$ cat src/inc/lcfg_pkg.sv
package lcfg_pkg;
    localparam int unsigned AXI_AW = 13;
    localparam int unsigned IRQ_PINS = 16;
    localparam int unsigned DMA_PINS = 4;
    localparam int unsigned N_LD = 4;
    localparam int unsigned IRQ_SEL_W = 4;
    localparam int unsigned DMA_SEL_W = 3;
    // byte address: page in [12:10], register index in [9:2]
    localparam int unsigned PAGE_LSB = 10;
    localparam int unsigned IDX_LSB = 2;
    localparam logic [2:0] PG_FDD = 3'h0;
    localparam logic [2:0] PG_PP = 3'h1;
    localparam logic [2:0] PG_SER1 = 3'h2;
    localparam logic [2:0] PG_SER2 = 3'h3;
    localparam logic [2:0] PG_LOCAL = 3'h4;
    localparam logic [7:0] IDX_ACTIVATE = 8'h30;
    localparam logic [7:0] IDX_IRQ_SEL = 8'h70;
    localparam logic [7:0] IDX_DMA_SEL = 8'h74;
    localparam logic [7:0] IDX_MODE = 8'hF0;
    localparam logic [7:0] IDX_OPT = 8'hF1;
    localparam logic [7:0] IDX_TYPES = 8'hF2;
    localparam logic [7:0] IDX_RSVD_F3 = 8'hF3;
    localparam logic [7:0] IDX_DRV0 = 8'hF4;
    localparam logic [7:0] IDX_DRV1 = 8'hF5;
    localparam logic [7:0] IDX_GATES = 8'h00;
    localparam logic [7:0] IDX_STATUS = 8'h01;
    localparam logic [7:0] FDD_MODE_RST = 8'h0E;
    localparam logic [7:0] FDD_OPT_RST = 8'h00;
    localparam logic [7:0] FDD_TYPES_RST = 8'hFF;
    localparam logic [7:0] DRV_RST = 8'h00;
    localparam logic [7:0] PP_MODE_RST = 8'h3C;
    localparam logic [7:0] PP_MODE2_RST = 8'h00;
    localparam logic [7:0] SER1_MODE_RST = 8'h00;
    localparam logic [3:0] IRQ_SEL_RST = 4'h0;
    localparam logic [2:0] DMA_SEL_RST = 3'h4;
    localparam logic [7:0] FDD_MODE_MASK = 8'hCF;
    localparam logic [7:0] DRV_MASK = 8'h5B;
    localparam logic [7:0] SER1_MODE_MASK = 8'h83;
    localparam int unsigned FM_PUSH_PULL_BIT = 6;
    localparam int unsigned FM_TRISTATE_BIT = 7;
    localparam int unsigned PM_PULSE_BIT = 7;
    localparam int unsigned S1_SHARE_BIT = 7;
    localparam logic [1:0] MUX_DRIVE0 = 2'h1;
    localparam logic [2:0] PPM_PRINTER = 3'h4;
    localparam logic [2:0] PPM_SPP = 3'h0;
    localparam logic [2:0] XM_FIFO = 3'h2;
    localparam logic [2:0] XM_EXT = 3'h3;
    localparam logic [2:0] XM_TEST = 3'h6;
    localparam logic [1:0] RESP_OKAY = 2'h0;
    localparam logic [1:0] RESP_SLVERR = 2'h2;

    typedef struct packed {
        logic activate;
        logic [IRQ_SEL_W-1:0] irq_sel;
        logic [DMA_SEL_W-1:0] dma_sel;
    } lcfg_ld_s;

    typedef struct packed {
        logic [2:0] ext_mode;
        logic extended_port_dma_gate;
        logic printer_irq_gate;
        logic [1:0] modem_aux_irq_gate;
        logic fdc_powerdown;
        logic floppy_dma_gate;
    } lcfg_gates_s;

    typedef struct packed {
        logic [7:0] fdd_mode;
        logic [7:0] fdd_opt;
        logic [7:0] fdd_types;
        logic [7:0] drv0;
        logic [7:0] drv1;
        logic [7:0] pp_mode;
        logic [7:0] pp_mode2;
        logic [7:0] s1_mode;
    } lcfg_cfg_s;

    localparam lcfg_ld_s LD_RST = '{activate: 1'b0, irq_sel: IRQ_SEL_RST, dma_sel: DMA_SEL_RST};
    localparam lcfg_cfg_s CFG_RST = '{fdd_mode: FDD_MODE_RST, fdd_opt: FDD_OPT_RST,
        fdd_types: FDD_TYPES_RST, drv0: DRV_RST, drv1: DRV_RST, pp_mode: PP_MODE_RST,
        pp_mode2: PP_MODE2_RST, s1_mode: SER1_MODE_RST};

    typedef struct packed {
        logic awvalid;
        logic [AXI_AW-1:0] awaddr;
        logic wvalid;
        logic [31:0] wdata;
        logic [3:0] wstrb;
        logic bready;
        logic arvalid;
        logic [AXI_AW-1:0] araddr;
        logic rready;
    } lcfg_axi_req_s;

    typedef struct packed {
        logic awready;
        logic wready;
        logic bvalid;
        logic [1:0] bresp;
        logic arready;
        logic rvalid;
        logic [31:0] rdata;
        logic [1:0] rresp;
    } lcfg_axi_rsp_s;

    typedef struct packed {
        logic wr;
        logic [AXI_AW-1:0] waddr;
        logic [31:0] wdata;
        logic [3:0] wstrb;
        logic rd;
        logic [AXI_AW-1:0] raddr;
    } lcfg_rbus_s;
endpackage

$ cat src/logic/lcfg_pin_router.sv
`timescale 1ns/1ns
module lcfg_pin_router #(
    parameter int unsigned N_SRC = 4,
    parameter int unsigned SEL_W = 4,
    parameter int unsigned N_PIN = 16
) (
    input wire logic [N_SRC-1:0] en_i,
    input wire logic [N_SRC-1:0] req_i,
    input wire logic [N_SRC*SEL_W-1:0] sel_i,
    output logic [N_PIN-1:0] val_o,
    output logic [N_PIN-1:0] oe_o
);
    // pin 0 stands for "none selected" and is never driven
    always_comb begin
        val_o = '0;
        oe_o = '0;
        for (int p = 1; p < int'(N_PIN); p++) begin
            for (int i = 0; i < int'(N_SRC); i++) begin
                if (en_i[i] && sel_i[i*SEL_W +: SEL_W] == SEL_W'(p)) begin
                    oe_o[p] = 1'b1;
                    val_o[p] = val_o[p] | req_i[i];
                end
            end
        end
    end
endmodule

$ cat src/logic/lcfg_axil_slave.sv
`timescale 1ns/1ns
module lcfg_axil_slave (
    input wire logic clk_sys_i,
    input wire logic nrst_i,
    input wire lcfg_pkg::lcfg_axi_req_s axi_req_i,
    output lcfg_pkg::lcfg_axi_rsp_s axi_rsp_o,
    output lcfg_pkg::lcfg_rbus_s rbus_o,
    input wire logic [31:0] rd_data_i,
    input wire logic wr_hit_i,
    input wire logic rd_hit_i
);
    typedef struct packed {
        logic aw_held;
        logic [lcfg_pkg::AXI_AW-1:0] awaddr;
        logic w_held;
        logic [31:0] wdata;
        logic [3:0] wstrb;
        logic rd_pend;
        logic [lcfg_pkg::AXI_AW-1:0] araddr;
        lcfg_pkg::lcfg_axi_rsp_s rsp;
    } lcfg_slv_s;

    lcfg_slv_s s_ff;
    lcfg_slv_s nxt_s;

    assign axi_rsp_o = s_ff.rsp;

    always_comb begin
        nxt_s = s_ff;
        rbus_o = '0;
        if (axi_req_i.awvalid && s_ff.rsp.awready) begin
            nxt_s.aw_held = 1'b1;
            nxt_s.awaddr = axi_req_i.awaddr;
        end
        if (axi_req_i.wvalid && s_ff.rsp.wready) begin
            nxt_s.w_held = 1'b1;
            nxt_s.wdata = axi_req_i.wdata;
            nxt_s.wstrb = axi_req_i.wstrb;
        end
        if (s_ff.rsp.bvalid && axi_req_i.bready) begin
            nxt_s.rsp.bvalid = 1'b0;
        end
        if (s_ff.aw_held && s_ff.w_held && !s_ff.rsp.bvalid) begin
            rbus_o.wr = 1'b1;
            rbus_o.waddr = s_ff.awaddr;
            rbus_o.wdata = s_ff.wdata;
            rbus_o.wstrb = s_ff.wstrb;
            nxt_s.aw_held = 1'b0;
            nxt_s.w_held = 1'b0;
            nxt_s.rsp.bvalid = 1'b1;
            nxt_s.rsp.bresp = wr_hit_i ? lcfg_pkg::RESP_OKAY : lcfg_pkg::RESP_SLVERR;
        end
        if (axi_req_i.arvalid && s_ff.rsp.arready) begin
            nxt_s.rd_pend = 1'b1;
            nxt_s.araddr = axi_req_i.araddr;
        end
        if (s_ff.rsp.rvalid && axi_req_i.rready) begin
            nxt_s.rsp.rvalid = 1'b0;
        end
        if (s_ff.rd_pend) begin
            rbus_o.rd = 1'b1;
            rbus_o.raddr = s_ff.araddr;
            nxt_s.rd_pend = 1'b0;
            nxt_s.rsp.rvalid = 1'b1;
            nxt_s.rsp.rdata = rd_data_i;
            nxt_s.rsp.rresp = rd_hit_i ? lcfg_pkg::RESP_OKAY : lcfg_pkg::RESP_SLVERR;
        end
        // one transaction per channel pair in flight: at most one write and one read reach the register file per cycle
        nxt_s.rsp.awready = !nxt_s.aw_held && !nxt_s.rsp.bvalid;
        nxt_s.rsp.wready = !nxt_s.w_held && !nxt_s.rsp.bvalid;
        nxt_s.rsp.arready = !nxt_s.rd_pend && !nxt_s.rsp.rvalid;
    end

    always_ff @(posedge clk_sys_i or negedge nrst_i) begin
        if (!nrst_i) begin
            s_ff <= '0;
        end else begin
            s_ff <= nxt_s;
        end
    end
endmodule

$ cat src/logic/lcfg_top.sv
// Decided for this implementation: the AXI4-Lite slave port.
`timescale 1ns/1ns
// Operation
// - local enable bits also silence outputs
// - floppy gate low: irq, ack float
// - floppy powered down: outputs float
// - serial aux bit low: irq floats
// - printer irq gate low: irq floats
// - extended port: gated dma; ext mode 2, 3, 6 fixes irq on
// - only hard reset restores config; soft reset clears gates
// - floppy bits 3:2 pick interface variant
// - floppy pin drive type and tristate
// - drive type register resets all ones
// - floppy index 0xF3 reads zero
// - per-drive registers, fixed zero bits
// - parallel mode resets 0x3C, mode bits
// - threshold field resets to 0111
// - bit 7 picks pulsed or level irq
// - mode two bits 1:0 mux floppy
// - serial mode resets zero, reserved zero
// - share bit: both serial pins assert
// - unselected request pins float
// - irq needs nonzero select and enable
module lcfg_top (
    input wire logic clk_sys_i,
    input wire logic nrst_i,
    input wire logic soft_rst_i,
    input wire lcfg_pkg::lcfg_axi_req_s s_axi_req_i,
    output lcfg_pkg::lcfg_axi_rsp_s s_axi_rsp_o,
    input wire logic fdc_irq_req_i,
    input wire logic fdc_drq_i,
    input wire logic pp_irq_req_i,
    input wire logic pp_ack_n_i,
    input wire logic pp_drq_i,
    input wire logic ser1_irq_req_i,
    input wire logic ser2_irq_req_i,
    output logic [lcfg_pkg::IRQ_PINS-1:0] irq_o,
    output logic [lcfg_pkg::IRQ_PINS-1:0] irq_oe_o,
    output logic [lcfg_pkg::DMA_PINS-1:0] drq_o,
    output logic [lcfg_pkg::DMA_PINS-1:0] drq_oe_o,
    output logic fdc_dack_en_o,
    output logic pp_dack_en_o,
    output logic fdd_push_pull_o,
    output logic fdd_tristate_o,
    output logic drive0_on_floppy_pins_o,
    output lcfg_pkg::lcfg_cfg_s cfg_o
);
    typedef struct packed {
        lcfg_pkg::lcfg_ld_s [lcfg_pkg::N_LD-1:0] ld;
        lcfg_pkg::lcfg_cfg_s cfg;
        lcfg_pkg::lcfg_gates_s gates;
        logic pp_src_d;
        logic pp_pulse;
        logic [lcfg_pkg::IRQ_PINS-1:0] irq;
        logic [lcfg_pkg::IRQ_PINS-1:0] irq_oe;
        logic [lcfg_pkg::DMA_PINS-1:0] drq;
        logic [lcfg_pkg::DMA_PINS-1:0] drq_oe;
        logic [1:0] dack_en;
        logic fdd_push_pull;
        logic fdd_tristate;
        logic drive0_on_floppy_pins;
    } lcfg_top_s;

    lcfg_top_s s_ff;
    lcfg_top_s nxt_s;

    lcfg_pkg::lcfg_rbus_s rbus;
    logic [32:0] rd_look;
    logic [32:0] wr_look;

    // bit 32 of the result is the address hit, bits 31:0 the read data
    function automatic logic [32:0] reg_access(
        input lcfg_top_s st,
        input logic [lcfg_pkg::AXI_AW-1:0] a
    );
        logic [2:0] pg;
        logic [7:0] idx;
        logic [31:0] d;
        logic hit;
        logic is_ld;
        pg = a[lcfg_pkg::PAGE_LSB +: 3];
        idx = a[lcfg_pkg::IDX_LSB +: 8];
        d = '0;
        hit = 1'b1;
        is_ld = pg < 3'(lcfg_pkg::N_LD);
        if (is_ld && idx == lcfg_pkg::IDX_ACTIVATE) begin
            d[0] = st.ld[pg[1:0]].activate;
        end else if (is_ld && idx == lcfg_pkg::IDX_IRQ_SEL) begin
            d[lcfg_pkg::IRQ_SEL_W-1:0] = st.ld[pg[1:0]].irq_sel;
        end else if (is_ld && idx == lcfg_pkg::IDX_DMA_SEL) begin
            d[lcfg_pkg::DMA_SEL_W-1:0] = st.ld[pg[1:0]].dma_sel;
        end else begin
            case ({pg, idx})
                {lcfg_pkg::PG_FDD, lcfg_pkg::IDX_MODE}: d[7:0] = st.cfg.fdd_mode;
                {lcfg_pkg::PG_FDD, lcfg_pkg::IDX_OPT}: d[7:0] = st.cfg.fdd_opt;
                {lcfg_pkg::PG_FDD, lcfg_pkg::IDX_TYPES}: d[7:0] = st.cfg.fdd_types;
                {lcfg_pkg::PG_FDD, lcfg_pkg::IDX_RSVD_F3}: d = '0;
                {lcfg_pkg::PG_FDD, lcfg_pkg::IDX_DRV0}: d[7:0] = st.cfg.drv0;
                {lcfg_pkg::PG_FDD, lcfg_pkg::IDX_DRV1}: d[7:0] = st.cfg.drv1;
                {lcfg_pkg::PG_PP, lcfg_pkg::IDX_MODE}: d[7:0] = st.cfg.pp_mode;
                {lcfg_pkg::PG_PP, lcfg_pkg::IDX_OPT}: d[7:0] = st.cfg.pp_mode2;
                {lcfg_pkg::PG_SER1, lcfg_pkg::IDX_MODE}: d[7:0] = st.cfg.s1_mode;
                {lcfg_pkg::PG_LOCAL, lcfg_pkg::IDX_GATES}: d[8:0] = st.gates;
                {lcfg_pkg::PG_LOCAL, lcfg_pkg::IDX_STATUS}: begin
                    d[21:0] = {st.dack_en, st.drq_oe, st.irq_oe};
                end
                default: hit = 1'b0;
            endcase
        end
        return {hit, d};
    endfunction

    // a channel code outside 1..3 means no channel, so no acknowledge either
    function automatic logic dma_ok(input logic [lcfg_pkg::DMA_SEL_W-1:0] sel);
        return (sel != '0) && (sel < lcfg_pkg::DMA_SEL_W'(lcfg_pkg::DMA_PINS));
    endfunction

    assign rd_look = reg_access(s_ff, rbus.raddr);
    assign wr_look = reg_access(s_ff, rbus.waddr);

    lcfg_axil_slave u_slave (
        .clk_sys_i(clk_sys_i),
        .nrst_i(nrst_i),
        .axi_req_i(s_axi_req_i),
        .axi_rsp_o(s_axi_rsp_o),
        .rbus_o(rbus),
        .rd_data_i(rd_look[31:0]),
        .wr_hit_i(wr_look[32]),
        .rd_hit_i(rd_look[32])
    );

    // gating and request terms: enables from registered state, requests from the live inputs
    logic fdd_on;
    logic pp_ext;
    logic pp_std;
    logic xm_irq_on;
    logic pp_irq_gate;
    logic pp_irq_en;
    logic pp_dma_en;
    logic pulse_mode;
    logic ack_follow;
    logic pp_src;
    logic pp_pin_en;
    logic pp_pin_req;
    logic ser1_g;
    logic ser2_g;
    logic ser_share;
    logic ser1_req;
    logic ser2_req;
    logic ser1_en;
    logic ser2_en;
    logic [lcfg_pkg::IRQ_PINS-1:0] irq_val;
    logic [lcfg_pkg::IRQ_PINS-1:0] irq_oe;
    logic [lcfg_pkg::DMA_PINS-1:0] drq_val;
    logic [lcfg_pkg::DMA_PINS-1:0] drq_oe;

    assign fdd_on = s_ff.ld[0].activate && s_ff.gates.floppy_dma_gate
        && !s_ff.gates.fdc_powerdown;

    // extended-capability family: port modes 010, 011, 110 and 111
    assign pp_ext = s_ff.cfg.pp_mode[1];
    assign pp_std = (s_ff.cfg.pp_mode[2:0] == lcfg_pkg::PPM_PRINTER)
        || (s_ff.cfg.pp_mode[2:0] == lcfg_pkg::PPM_SPP);
    assign xm_irq_on = (s_ff.gates.ext_mode == lcfg_pkg::XM_FIFO)
        || (s_ff.gates.ext_mode == lcfg_pkg::XM_EXT)
        || (s_ff.gates.ext_mode == lcfg_pkg::XM_TEST);
    assign pp_irq_gate = (pp_ext && xm_irq_on) ? 1'b1 : s_ff.gates.printer_irq_gate;
    assign pp_irq_en = s_ff.ld[1].activate && pp_irq_gate;
    assign pp_dma_en = s_ff.ld[1].activate && pp_ext && s_ff.gates.extended_port_dma_gate;

    assign pulse_mode = s_ff.cfg.pp_mode[lcfg_pkg::PM_PULSE_BIT] && !pp_std;
    assign ack_follow = pp_ext ? !xm_irq_on : !pp_std;
    assign pp_src = (ack_follow && !pp_std) ? pp_ack_n_i : pp_irq_req_i;
    // a pulse is a low drive for one cycle, then the pin is let go
    assign pp_pin_en = pp_irq_en && (pulse_mode ? s_ff.pp_pulse : 1'b1);
    assign pp_pin_req = pulse_mode ? 1'b0 : pp_src;

    assign ser1_g = ser1_irq_req_i && s_ff.gates.modem_aux_irq_gate[0];
    assign ser2_g = ser2_irq_req_i && s_ff.gates.modem_aux_irq_gate[1];
    assign ser1_en = s_ff.ld[2].activate && s_ff.gates.modem_aux_irq_gate[0];
    assign ser2_en = s_ff.ld[3].activate && s_ff.gates.modem_aux_irq_gate[1];
    assign ser_share = s_ff.cfg.s1_mode[lcfg_pkg::S1_SHARE_BIT];
    assign ser1_req = ser_share ? (ser1_g || ser2_g) : ser1_g;
    assign ser2_req = ser_share ? (ser1_g || ser2_g) : ser2_g;

    lcfg_pin_router #(
        .N_SRC(4),
        .SEL_W(lcfg_pkg::IRQ_SEL_W),
        .N_PIN(lcfg_pkg::IRQ_PINS)
    ) u_irq_route (
        .en_i({ser2_en, ser1_en, pp_pin_en, fdd_on}),
        .req_i({ser2_req, ser1_req, pp_pin_req, fdc_irq_req_i}),
        .sel_i({s_ff.ld[3].irq_sel, s_ff.ld[2].irq_sel, s_ff.ld[1].irq_sel,
            s_ff.ld[0].irq_sel}),
        .val_o(irq_val),
        .oe_o(irq_oe)
    );

    lcfg_pin_router #(
        .N_SRC(2),
        .SEL_W(lcfg_pkg::DMA_SEL_W),
        .N_PIN(lcfg_pkg::DMA_PINS)
    ) u_dma_route (
        .en_i({pp_dma_en, fdd_on}),
        .req_i({pp_drq_i, fdc_drq_i}),
        .sel_i({s_ff.ld[1].dma_sel, s_ff.ld[0].dma_sel}),
        .val_o(drq_val),
        .oe_o(drq_oe)
    );

    logic [2:0] wpg;
    logic [7:0] widx;
    logic [7:0] wb;
    logic w0;

    assign wpg = rbus.waddr[lcfg_pkg::PAGE_LSB +: 3];
    assign widx = rbus.waddr[lcfg_pkg::IDX_LSB +: 8];
    assign wb = rbus.wdata[7:0];
    assign w0 = rbus.wr && wr_look[32] && rbus.wstrb[0];

    always_comb begin
        nxt_s = s_ff;
        // output stage: one register after the routers
        nxt_s.irq = irq_val;
        nxt_s.irq_oe = irq_oe;
        nxt_s.drq = drq_val;
        nxt_s.drq_oe = drq_oe;
        nxt_s.dack_en[0] = fdd_on && dma_ok(s_ff.ld[0].dma_sel);
        nxt_s.dack_en[1] = pp_dma_en && dma_ok(s_ff.ld[1].dma_sel);
        nxt_s.pp_src_d = pp_src;
        nxt_s.pp_pulse = pulse_mode && pp_irq_en && pp_src && !s_ff.pp_src_d;
        nxt_s.fdd_push_pull = s_ff.cfg.fdd_mode[lcfg_pkg::FM_PUSH_PULL_BIT];
        nxt_s.fdd_tristate = s_ff.cfg.fdd_mode[lcfg_pkg::FM_TRISTATE_BIT];
        nxt_s.drive0_on_floppy_pins = s_ff.cfg.pp_mode2[1:0] == lcfg_pkg::MUX_DRIVE0;

        if (w0 && wpg < 3'(lcfg_pkg::N_LD)) begin
            case (widx)
                lcfg_pkg::IDX_ACTIVATE: nxt_s.ld[wpg[1:0]].activate = wb[0];
                lcfg_pkg::IDX_IRQ_SEL: begin
                    nxt_s.ld[wpg[1:0]].irq_sel = wb[lcfg_pkg::IRQ_SEL_W-1:0];
                end
                lcfg_pkg::IDX_DMA_SEL: begin
                    nxt_s.ld[wpg[1:0]].dma_sel = wb[lcfg_pkg::DMA_SEL_W-1:0];
                end
                default: ;
            endcase
        end
        if (w0) begin
            case ({wpg, widx})
                {lcfg_pkg::PG_FDD, lcfg_pkg::IDX_MODE}: begin
                    nxt_s.cfg.fdd_mode = wb & lcfg_pkg::FDD_MODE_MASK;
                end
                {lcfg_pkg::PG_FDD, lcfg_pkg::IDX_OPT}: nxt_s.cfg.fdd_opt = wb;
                {lcfg_pkg::PG_FDD, lcfg_pkg::IDX_TYPES}: nxt_s.cfg.fdd_types = wb;
                {lcfg_pkg::PG_FDD, lcfg_pkg::IDX_DRV0}: begin
                    nxt_s.cfg.drv0 = wb & lcfg_pkg::DRV_MASK;
                end
                {lcfg_pkg::PG_FDD, lcfg_pkg::IDX_DRV1}: begin
                    nxt_s.cfg.drv1 = wb & lcfg_pkg::DRV_MASK;
                end
                {lcfg_pkg::PG_PP, lcfg_pkg::IDX_MODE}: nxt_s.cfg.pp_mode = wb;
                {lcfg_pkg::PG_PP, lcfg_pkg::IDX_OPT}: nxt_s.cfg.pp_mode2 = wb;
                {lcfg_pkg::PG_SER1, lcfg_pkg::IDX_MODE}: begin
                    nxt_s.cfg.s1_mode = wb & lcfg_pkg::SER1_MODE_MASK;
                end
                {lcfg_pkg::PG_LOCAL, lcfg_pkg::IDX_GATES}: nxt_s.gates[7:0] = wb;
                default: ;
            endcase
        end
        if (rbus.wr && wr_look[32] && rbus.wstrb[1]
                && wpg == lcfg_pkg::PG_LOCAL && widx == lcfg_pkg::IDX_GATES) begin
            nxt_s.gates[8] = rbus.wdata[8];
        end

        // soft reset spares configuration
        // the gate bits mirror the function blocks, which a soft reset does clear
        if (soft_rst_i) begin
            nxt_s.gates = '0;
            nxt_s.pp_pulse = 1'b0;
            nxt_s.pp_src_d = 1'b0;
        end
    end

    always_ff @(posedge clk_sys_i or negedge nrst_i) begin
        if (!nrst_i) begin
            s_ff <= '0;
            s_ff.ld <= {lcfg_pkg::N_LD{lcfg_pkg::LD_RST}};
            s_ff.cfg <= lcfg_pkg::CFG_RST;
        end else begin
            s_ff <= nxt_s;
        end
    end

    assign irq_o = s_ff.irq;
    assign irq_oe_o = s_ff.irq_oe;
    assign drq_o = s_ff.drq;
    assign drq_oe_o = s_ff.drq_oe;
    assign fdc_dack_en_o = s_ff.dack_en[0];
    assign pp_dack_en_o = s_ff.dack_en[1];
    assign fdd_push_pull_o = s_ff.fdd_push_pull;
    assign fdd_tristate_o = s_ff.fdd_tristate;
    assign drive0_on_floppy_pins_o = s_ff.drive0_on_floppy_pins;
    assign cfg_o = s_ff.cfg;
endmodule

$ cat config.mk
export PLATFORM = sky130hd
export DESIGN_NAME = lcfg_top
export DESIGN_NICKNAME = d
export VERILOG_FILES = /design/src/inc/lcfg_pkg.sv /design/src/logic/lcfg_pin_router.sv /design/src/logic/lcfg_axil_slave.sv /design/src/logic/lcfg_top.sv
export SDC_FILE = /design/constraint.sdc
export NUM_CORES = 1
export LEC_CHECK = 0
export BUFFER_PORTS_ARGS = -buffer_cell sky130_fd_sc_hd__buf_2
export CORE_MARGIN = 2
export CORE_UTILIZATION = 25
export CTS_BUF_LIST = sky130_fd_sc_hd__clkbuf_4 sky130_fd_sc_hd__clkbuf_8 sky130_fd_sc_hd__clkbuf_16
export CTS_CLUSTER_SIZE = 40
export DETAILED_ROUTE_END_ITERATION = 16
export PLACE_DENSITY = 0.43
export SLEW_MARGIN = 20
export SYNTH_ARGS = -nofsm -noshare
export SYNTH_HDL_FRONTEND = slang
export SYNTH_SLANG_ARGS = --single-unit
$ cat constraint.sdc
create_clock -name clk_sys_i -period 1.85 [get_ports clk_sys_i]
set_input_delay 0.37 -clock clk_sys_i [delete_from_list [all_inputs] [get_ports clk_sys_i]]
set_output_delay 0.37 -clock clk_sys_i [all_outputs]
set_load 0.005 [all_outputs]
== Yosys cells after proc, flatten, opt, wreduce, memory -nomap -nowiden ==
Index checks and enable logic that the tools add are counted.

* Flip-flop bits (word level): 241
* Latch bits: 0
* RAM bits: 0
* ROM bits: 0
* Bits of input ports: 77
* Word-level logic and storage cells: 536
* Memories kept: 0

* Add/subtract/negate cells: 0
* Multipliers: 0
* Divide/modulo/power cells: 0
* Magnitude comparators: 7
* Equality and inequality tests: 100
* Shifts and indexed selects: 0
* Mux-type cells: 186
* Bitwise gates (word level): 48
* Reductions and logical operators: 143

{| class="wikitable"
|+ Operator list
! kind !! count
|-
| two-way mux 1 bit || 154
|-
| equality test 11 x 8 -> 1 bit, second input constant || 12
|-
| equality test 4 bit, second input constant || 32
|-
| logical AND 1 bit || 109
|-
| bitwise mux 32 bit || 3
|-
| case mux 32 bit (3 select lines) || 1
|-
| case mux 8 bit (10 select lines) || 1
|-
| equality test 4 x 3 -> 1 bit, second input constant || 16
|-
| two-way mux 50 bit || 1
|-
| demux 8 bit (select 2 bit) || 3
|-
| bitwise OR 1 bit || 48
|-
| equality test 11 bit, second input constant || 4
|-
| equality test 11 x 9 -> 1 bit, second input constant || 4
|-
| two-way mux 37 bit || 1
|-
| two-way mux 35 bit || 1
|-
| equality test 4 x 2 -> 1 bit, second input constant || 8
|-
| equality test 8 x 7 -> 1 bit, second input constant || 4
|-
| two-way mux 8 bit || 4
|-
| two-way mux 31 bit || 1
|-
| two-way mux 14 bit || 2
|-
| two-way mux 28 bit || 1
|-
| two-way mux 13 bit || 2
|-
| equality test 11 x 10 -> 1 bit, second input constant || 2
|-
| OR reduction 11 bit || 2
|-
| other kinds (24) || 68
|}

== Longest topological paths before layout ==
* Depth after elaboration: 15
* Gate-level depth with buffers: 8
* Depth with buffers taken out: 5

== Modules after synthesis ==
From an unflattened synthesis, not the netlist that was laid out.

* Cells, all modules: 1120
* Area, all modules: 13091.3 sq um

{| class="wikitable"
|+ By module, submodules not included
! module !! instances !! cells each !! area an instance (sq um) !! seq. area each (sq um)
|-
| lcfg_top || 1 || 595 || 7048.0 || 3502.1
|-
| lcfg_axil_slave || 1 || 339 || 4747.1 || 2602.5
|-
| lcfg_pin_router (u_irq_route) || 1 || 169 || 1169.9 || 0.0
|-
| lcfg_pin_router (u_dma_route) || 1 || 17 || 126.4 || 0.0
|}

== Least setup slack after synthesis ==
Ideal clock, no wire load.

* Kind: reg2reg
* Start: register u_slave.s_ff[95] (netlist bit)
* End: register s_ff, in the netlist cfg_o[22]
* Library setup time: 0.119 ns
* Arrival time: 1.845 ns
* Data required time: 1.731 ns
* Setup slack: -0.114 ns
* Stages on the path, launching flop included: 9
* Path buffers: 4
* Clock period less this slack: 1.964 ns
* Cell sequence: dfrtp_1 > buf_6 > or4_1 > buf_2 > or3_1 > clkbuf_2 > buf_6 > nand2_1 > o21ai_2

* Longest elaborated chain between the ends: 10

{| class="wikitable"
|+ RTL lines
! element !! RTL line !! text
|-
| from (decl) || lcfg_axil_slave.sv:23 || <nowiki>lcfg_slv_s s_ff;</nowiki>
|-
| from (signal assigned) || lcfg_axil_slave.sv:78 || <nowiki>s_ff <= nxt_s;</nowiki>
|-
| two-way mux 50 bit (*) || lcfg_axil_slave.sv:43 || <nowiki>if (s_ff.aw_held && s_ff.w_held && !s_ff.rsp.bvalid) begin</nowiki>
|-
| equality test 11 x 9 -> 1 bit (tied with other cells) || lcfg_top.sv:93 || <nowiki>case ({pg, idx})</nowiki>
|-
| OR reduction 11 bit (no line) || -- ||
|-
| two-way mux 1 bit || lcfg_top.sv:93 ||
|-
| two-way mux 1 bit || lcfg_top.sv:90 || <nowiki>end else if (is_ld && idx == lcfg_pkg::IDX_DMA_SEL) begin</nowiki>
|-
| two-way mux 1 bit || lcfg_top.sv:88 || <nowiki>end else if (is_ld && idx == lcfg_pkg::IDX_IRQ_SEL) begin</nowiki>
|-
| two-way mux 1 bit || lcfg_top.sv:86 || <nowiki>if (is_ld && idx == lcfg_pkg::IDX_ACTIVATE) begin</nowiki>
|-
| logical AND 1 bit (2 in a row) || lcfg_top.sv:219 || <nowiki>assign w0 = rbus.wr && wr_look[32] && rbus.wstrb[0];</nowiki>
|-
| AND reduction 2 bit (no line) (*) || -- ||
|-
| to (signal assigned) || lcfg_top.sv:290 || <nowiki>s_ff <= nxt_s;</nowiki>
|-
| to (decl) || lcfg_top.sv:64 || <nowiki>lcfg_top_s s_ff;</nowiki>
|}

Every way passes the cells marked *; elsewhere a longest branch is shown, timed or not.
A chain may end at the register's enable or synchronous reset.

== Worst setup path in the final report ==
* Start: register u_slave.s_ff[44] (netlist bit)
* End: register u_slave.s_ff, in the netlist u_slave.axi_rsp_o[3]

* Longest elaborated chain between the ends: 6

{| class="wikitable"
|+ RTL lines
! element !! RTL line !! text
|-
| two-way mux 13 bit (*) || lcfg_axil_slave.sv:60 || <nowiki>if (s_ff.rd_pend) begin</nowiki>
|-
| equality test 11 bit (tied with other cells) || lcfg_top.sv:93 ||
|-
| case mux 8 bit (10 select lines) / logical AND 1 bit (equally long branches) || lcfg_top.sv:93, lcfg_top.sv:90 ||
|-
| two-way mux 3 bit || lcfg_top.sv:90 ||
|-
| two-way mux 4 bit || lcfg_top.sv:88 ||
|-
| two-way mux 31 bit (*) || lcfg_top.sv:86 ||
|}

Marked as above.

==> flow_summary.toml <==
[die]
die_h_um = 211
coreArea_mm2 = 0.0422
dieArea_mm2 = 0.0447
start_util_pct = 25.5
ioPinCount = 227
rows = 75
die_w_um = 211

[setup_path]
start_kind = "flop"
reg2reg_to = "u_slave.axi_rsp_o[3]"
crit_arrival_ns = 2.28
reg2reg_slack_ns = -0.06
rr_worst_depth = 5
crit_path_end_kind = "flop"
required_ns = 2.22
worst-setup-path-type = "reg -> reg"
crit_end = "u_slave.axi_rsp_o[3]"
r2r_start = "u_slave.s_ff[44]"
startpoint = "u_slave.s_ff[44]"
cp_max_fo = 4

[sta]
final_hold_viol_count = 0
worstMarginPinSlew_ns = 0.713
drv_slew = 0
fin_ws_ns = -0.0579
fin_crit_ns = 1.91
fin_skew_ns = 0.0177
fin_crit_sh_pct = 103
grt_setup_unrepaired = "yes"
setup_viol = 34
fmax_mhz = 524
slew_headroom_pct = 52.3

[final_layout]
final-seq-area_mm2 = 0.00501
fillers = 4365
drive_gt1_share_pct = 49.3
fin_cells = 1747
fin_nets = 1272
syn_to_final_growth_pct = 28.8
diodes = 0
multi_input_area_mm2 = 0.00505

[synthesis]
synth_cell_types = 78
synth-adder-area-share_pct = 0
async_flop_share_pct = 100
synth_top_cell_by_area = "dfrtp_1"
yosys_most_used_dff = "dfrtp_1"
synth-compound-area-share_pct = 12.9
synth_xor_xnor_area_share_pct = 0
netlist_area_mm2 = 0.0108
yosys.area.top_type_share_pct = 41.9
synth_edf_count = 0
synth_top_family_by_area = "simple AND/OR/NAND/NOR gates"
yosysSeqAreaShare_pct = 46.5
yosysWarnings = 0
synth_seq_cells = 199
synthMuxAreaShare_pct = 12.5
avgSynthCellArea_um2 = 10.7
synthTopCellsByArea = "dfrtp_1 (42%), buf_4 (10%), mux2_2 (9.8%)"
syn_inst = 1005
synth-simple-area-share_pct = 15.0

[placement]
hpwlAfterDp_um = 28200
io_buffers = 167
place_congestion = 0.820
dp.cells = 1688
preCtsSetupSlack_ns = -0.329

[hold_path]
min_path_type = "in -> reg"

[global_route]
grt_pass1_wl_um = 55000
track_usage_pct = 16.8
grt_max_degree = 46
grt_overflow = 0
grt_pass1_vias = 8403
antenna_found_initial = 0

[clocking]
clockBufferDepth = 2
cts_sinks = 199
root_buffer = "clkbuf_16"
path_clk_slew_ns = 0.08
cts_buffers = 17
cts_tree = "yes"
clkLatencyLatePin_ns = 0.49
cts-htree-levels = 4

[route]
routed_wirelength_um = 37600
vias = 8476
wl_per_cell_um = 21.5
dr_wl_met3_um = 1720
first_pass_iters = 6
highest_layer = "met4"
wl_met2_um = 17500
wl_met1_um = 17400
ant_nets = 0
vias_per_cell = 4.85
drcViolationCount = 0
drt_iter0_markers = 487

[outcome]
status = "finished, violations left"
violations = "setup timing"

[power_and_ir_drop]
power_density_mw_per_mm2 = 989
irDropWorstVdd_uv = 661
power.leakage_nw = 6.45

[flow_run]
drv_cap = 0
==> synth_stat cells (all sizes together) (4+ instances only) <==
cell and count:
nand4 8, a211oi 4, o21ai 45, clkbuf 36, a221o 6, dfstp 19, o22ai 15, a22o 17
o211ai 8, or3 6, dfrtp 180, buf 166, nor2b 15, a32oi 5, o2111ai 4, nand3 37
nand2 73, nand3b 10, mux4 7, nor2 46, mux2 94, a21oi 17, and4 4, a211o 7
a31oi 4, mux2i 13, nor3 16, a22oi 15, nor4b 6, nor4 8, a222oi 4, and3 11
nand2b 11, nor3b 7, a32o 9, inv 14, and2 11
==> critical path, stage by stage (launching register included) <==
cell and delay, ns:
dfrtp_1 0.44, or4_4 0.57, or4_4 0.47, o211a_1 0.17
a21oi_2 0.10, a31oi_1 0.05
==> routing by layer <==
layer / track usage [%] / up-vias
li1: - / 3869
met1: 22.8 / 4329
met2: 26.0 / 236
met3: 3.99 / 42
met4: 6.31 / 0
met5: 0 / -
==> how the worst min path moves through the flow <==
stage,start,endpoint,slack [ns],cells after the start
3_5_place_dp,nrst_i,irq_o[9],0.29,1
6_report,s_axi_req_i[14],u_slave.axi_rsp_o[35],0.06,2
2_1_floorplan,nrst_i,async pin,0.07,0
4_1_cts,s_axi_req_i[14],u_slave.axi_rsp_o[35],0.04,2
5_1_grt,s_axi_req_i[14],u_slave.axi_rsp_o[35],0.06,2
3_3_place_gp,nrst_i,irq_o[9],0.29,1
==> through the flow <==
| step | hold WS (ns) | setup TNS [ns] | instance area, um^2 | util, % | power, W |
|---|---|---|---|---|---|
| finish | 0.0645 | -0.921 | 13900 | 32.8 | 0.0137 |
| global route | 0.0605 | -5.39 | 13900 | 32.8 | 0.0144 |
| CTS | 0.0386 | -0.893 | 13200 | 31.4 | 0.0135 |
| detailed placement | 0.286 | -9.88 | 12300 | 29.2 | 0.00916 |
| global placement | 0.288 | -9.10 | 12300 | 29.2 | 0.00914 |
| floorplan | 0.0744 | -0.0871 | 10900 | - | 0.00733 |
==> report_power, final <==
group / switching [W] / leakage (nW) / internal, W
registers: 0.000515 / 2.61 / 0.00484
clock network: 0.00198 / 0.292 / 0.00205
logic: 0.00220 / 3.56 / 0.00211
==> cell usage in the layout (no fill, tap or decap), types with 15 or more instances in the layout <==
cell and count:
dfstp_2 19, mux2_4 31, buf_6 26, a21oi_1 15
buf_2 166, nor2_1 43, clkbuf_16 19, conb_1 30
mux2_2 63, nand3_1 32, nand2_1 55, buf_4 137
o21ai_0 18, dfrtp_1 176, o22ai_1 15, a22o_1 17
==> final cells by class <==
class | instances | share of cell area [%]
inverter | 14 | 0.379
clock inverter | 15 | 1.40
multi-input combinational | 619 | 36.5
timing repair buffer | 344 | 17.7
sequential | 199 | 36.2
tap | 539 | 4.87
clock buffer | 17 | 3.07
==> what timing repair did <==
| action | in CTS | in global routing |
|---|---|---|
| endpoints found under the hold margin | 22 | 0 |
| setup buffers | 9 | 17 |
| endpoints found under the setup margin | 113 | 113 |
| hold buffers | 1 | 0 |
| pin swaps | 15 | 45 |
| resized for setup | 58 | 123 |
| gates cloned | 0 | 3 |
==> kinds of logic (layout without fill, tap and decap cells) <==
kind of cell	Yosys count	count (layout)
buf+inv	216	390
mux	114	114
compound gates	186	186
simple gates	289	289
other cells	1	30
flops	199	199
(Power assumes the default switching activity.)
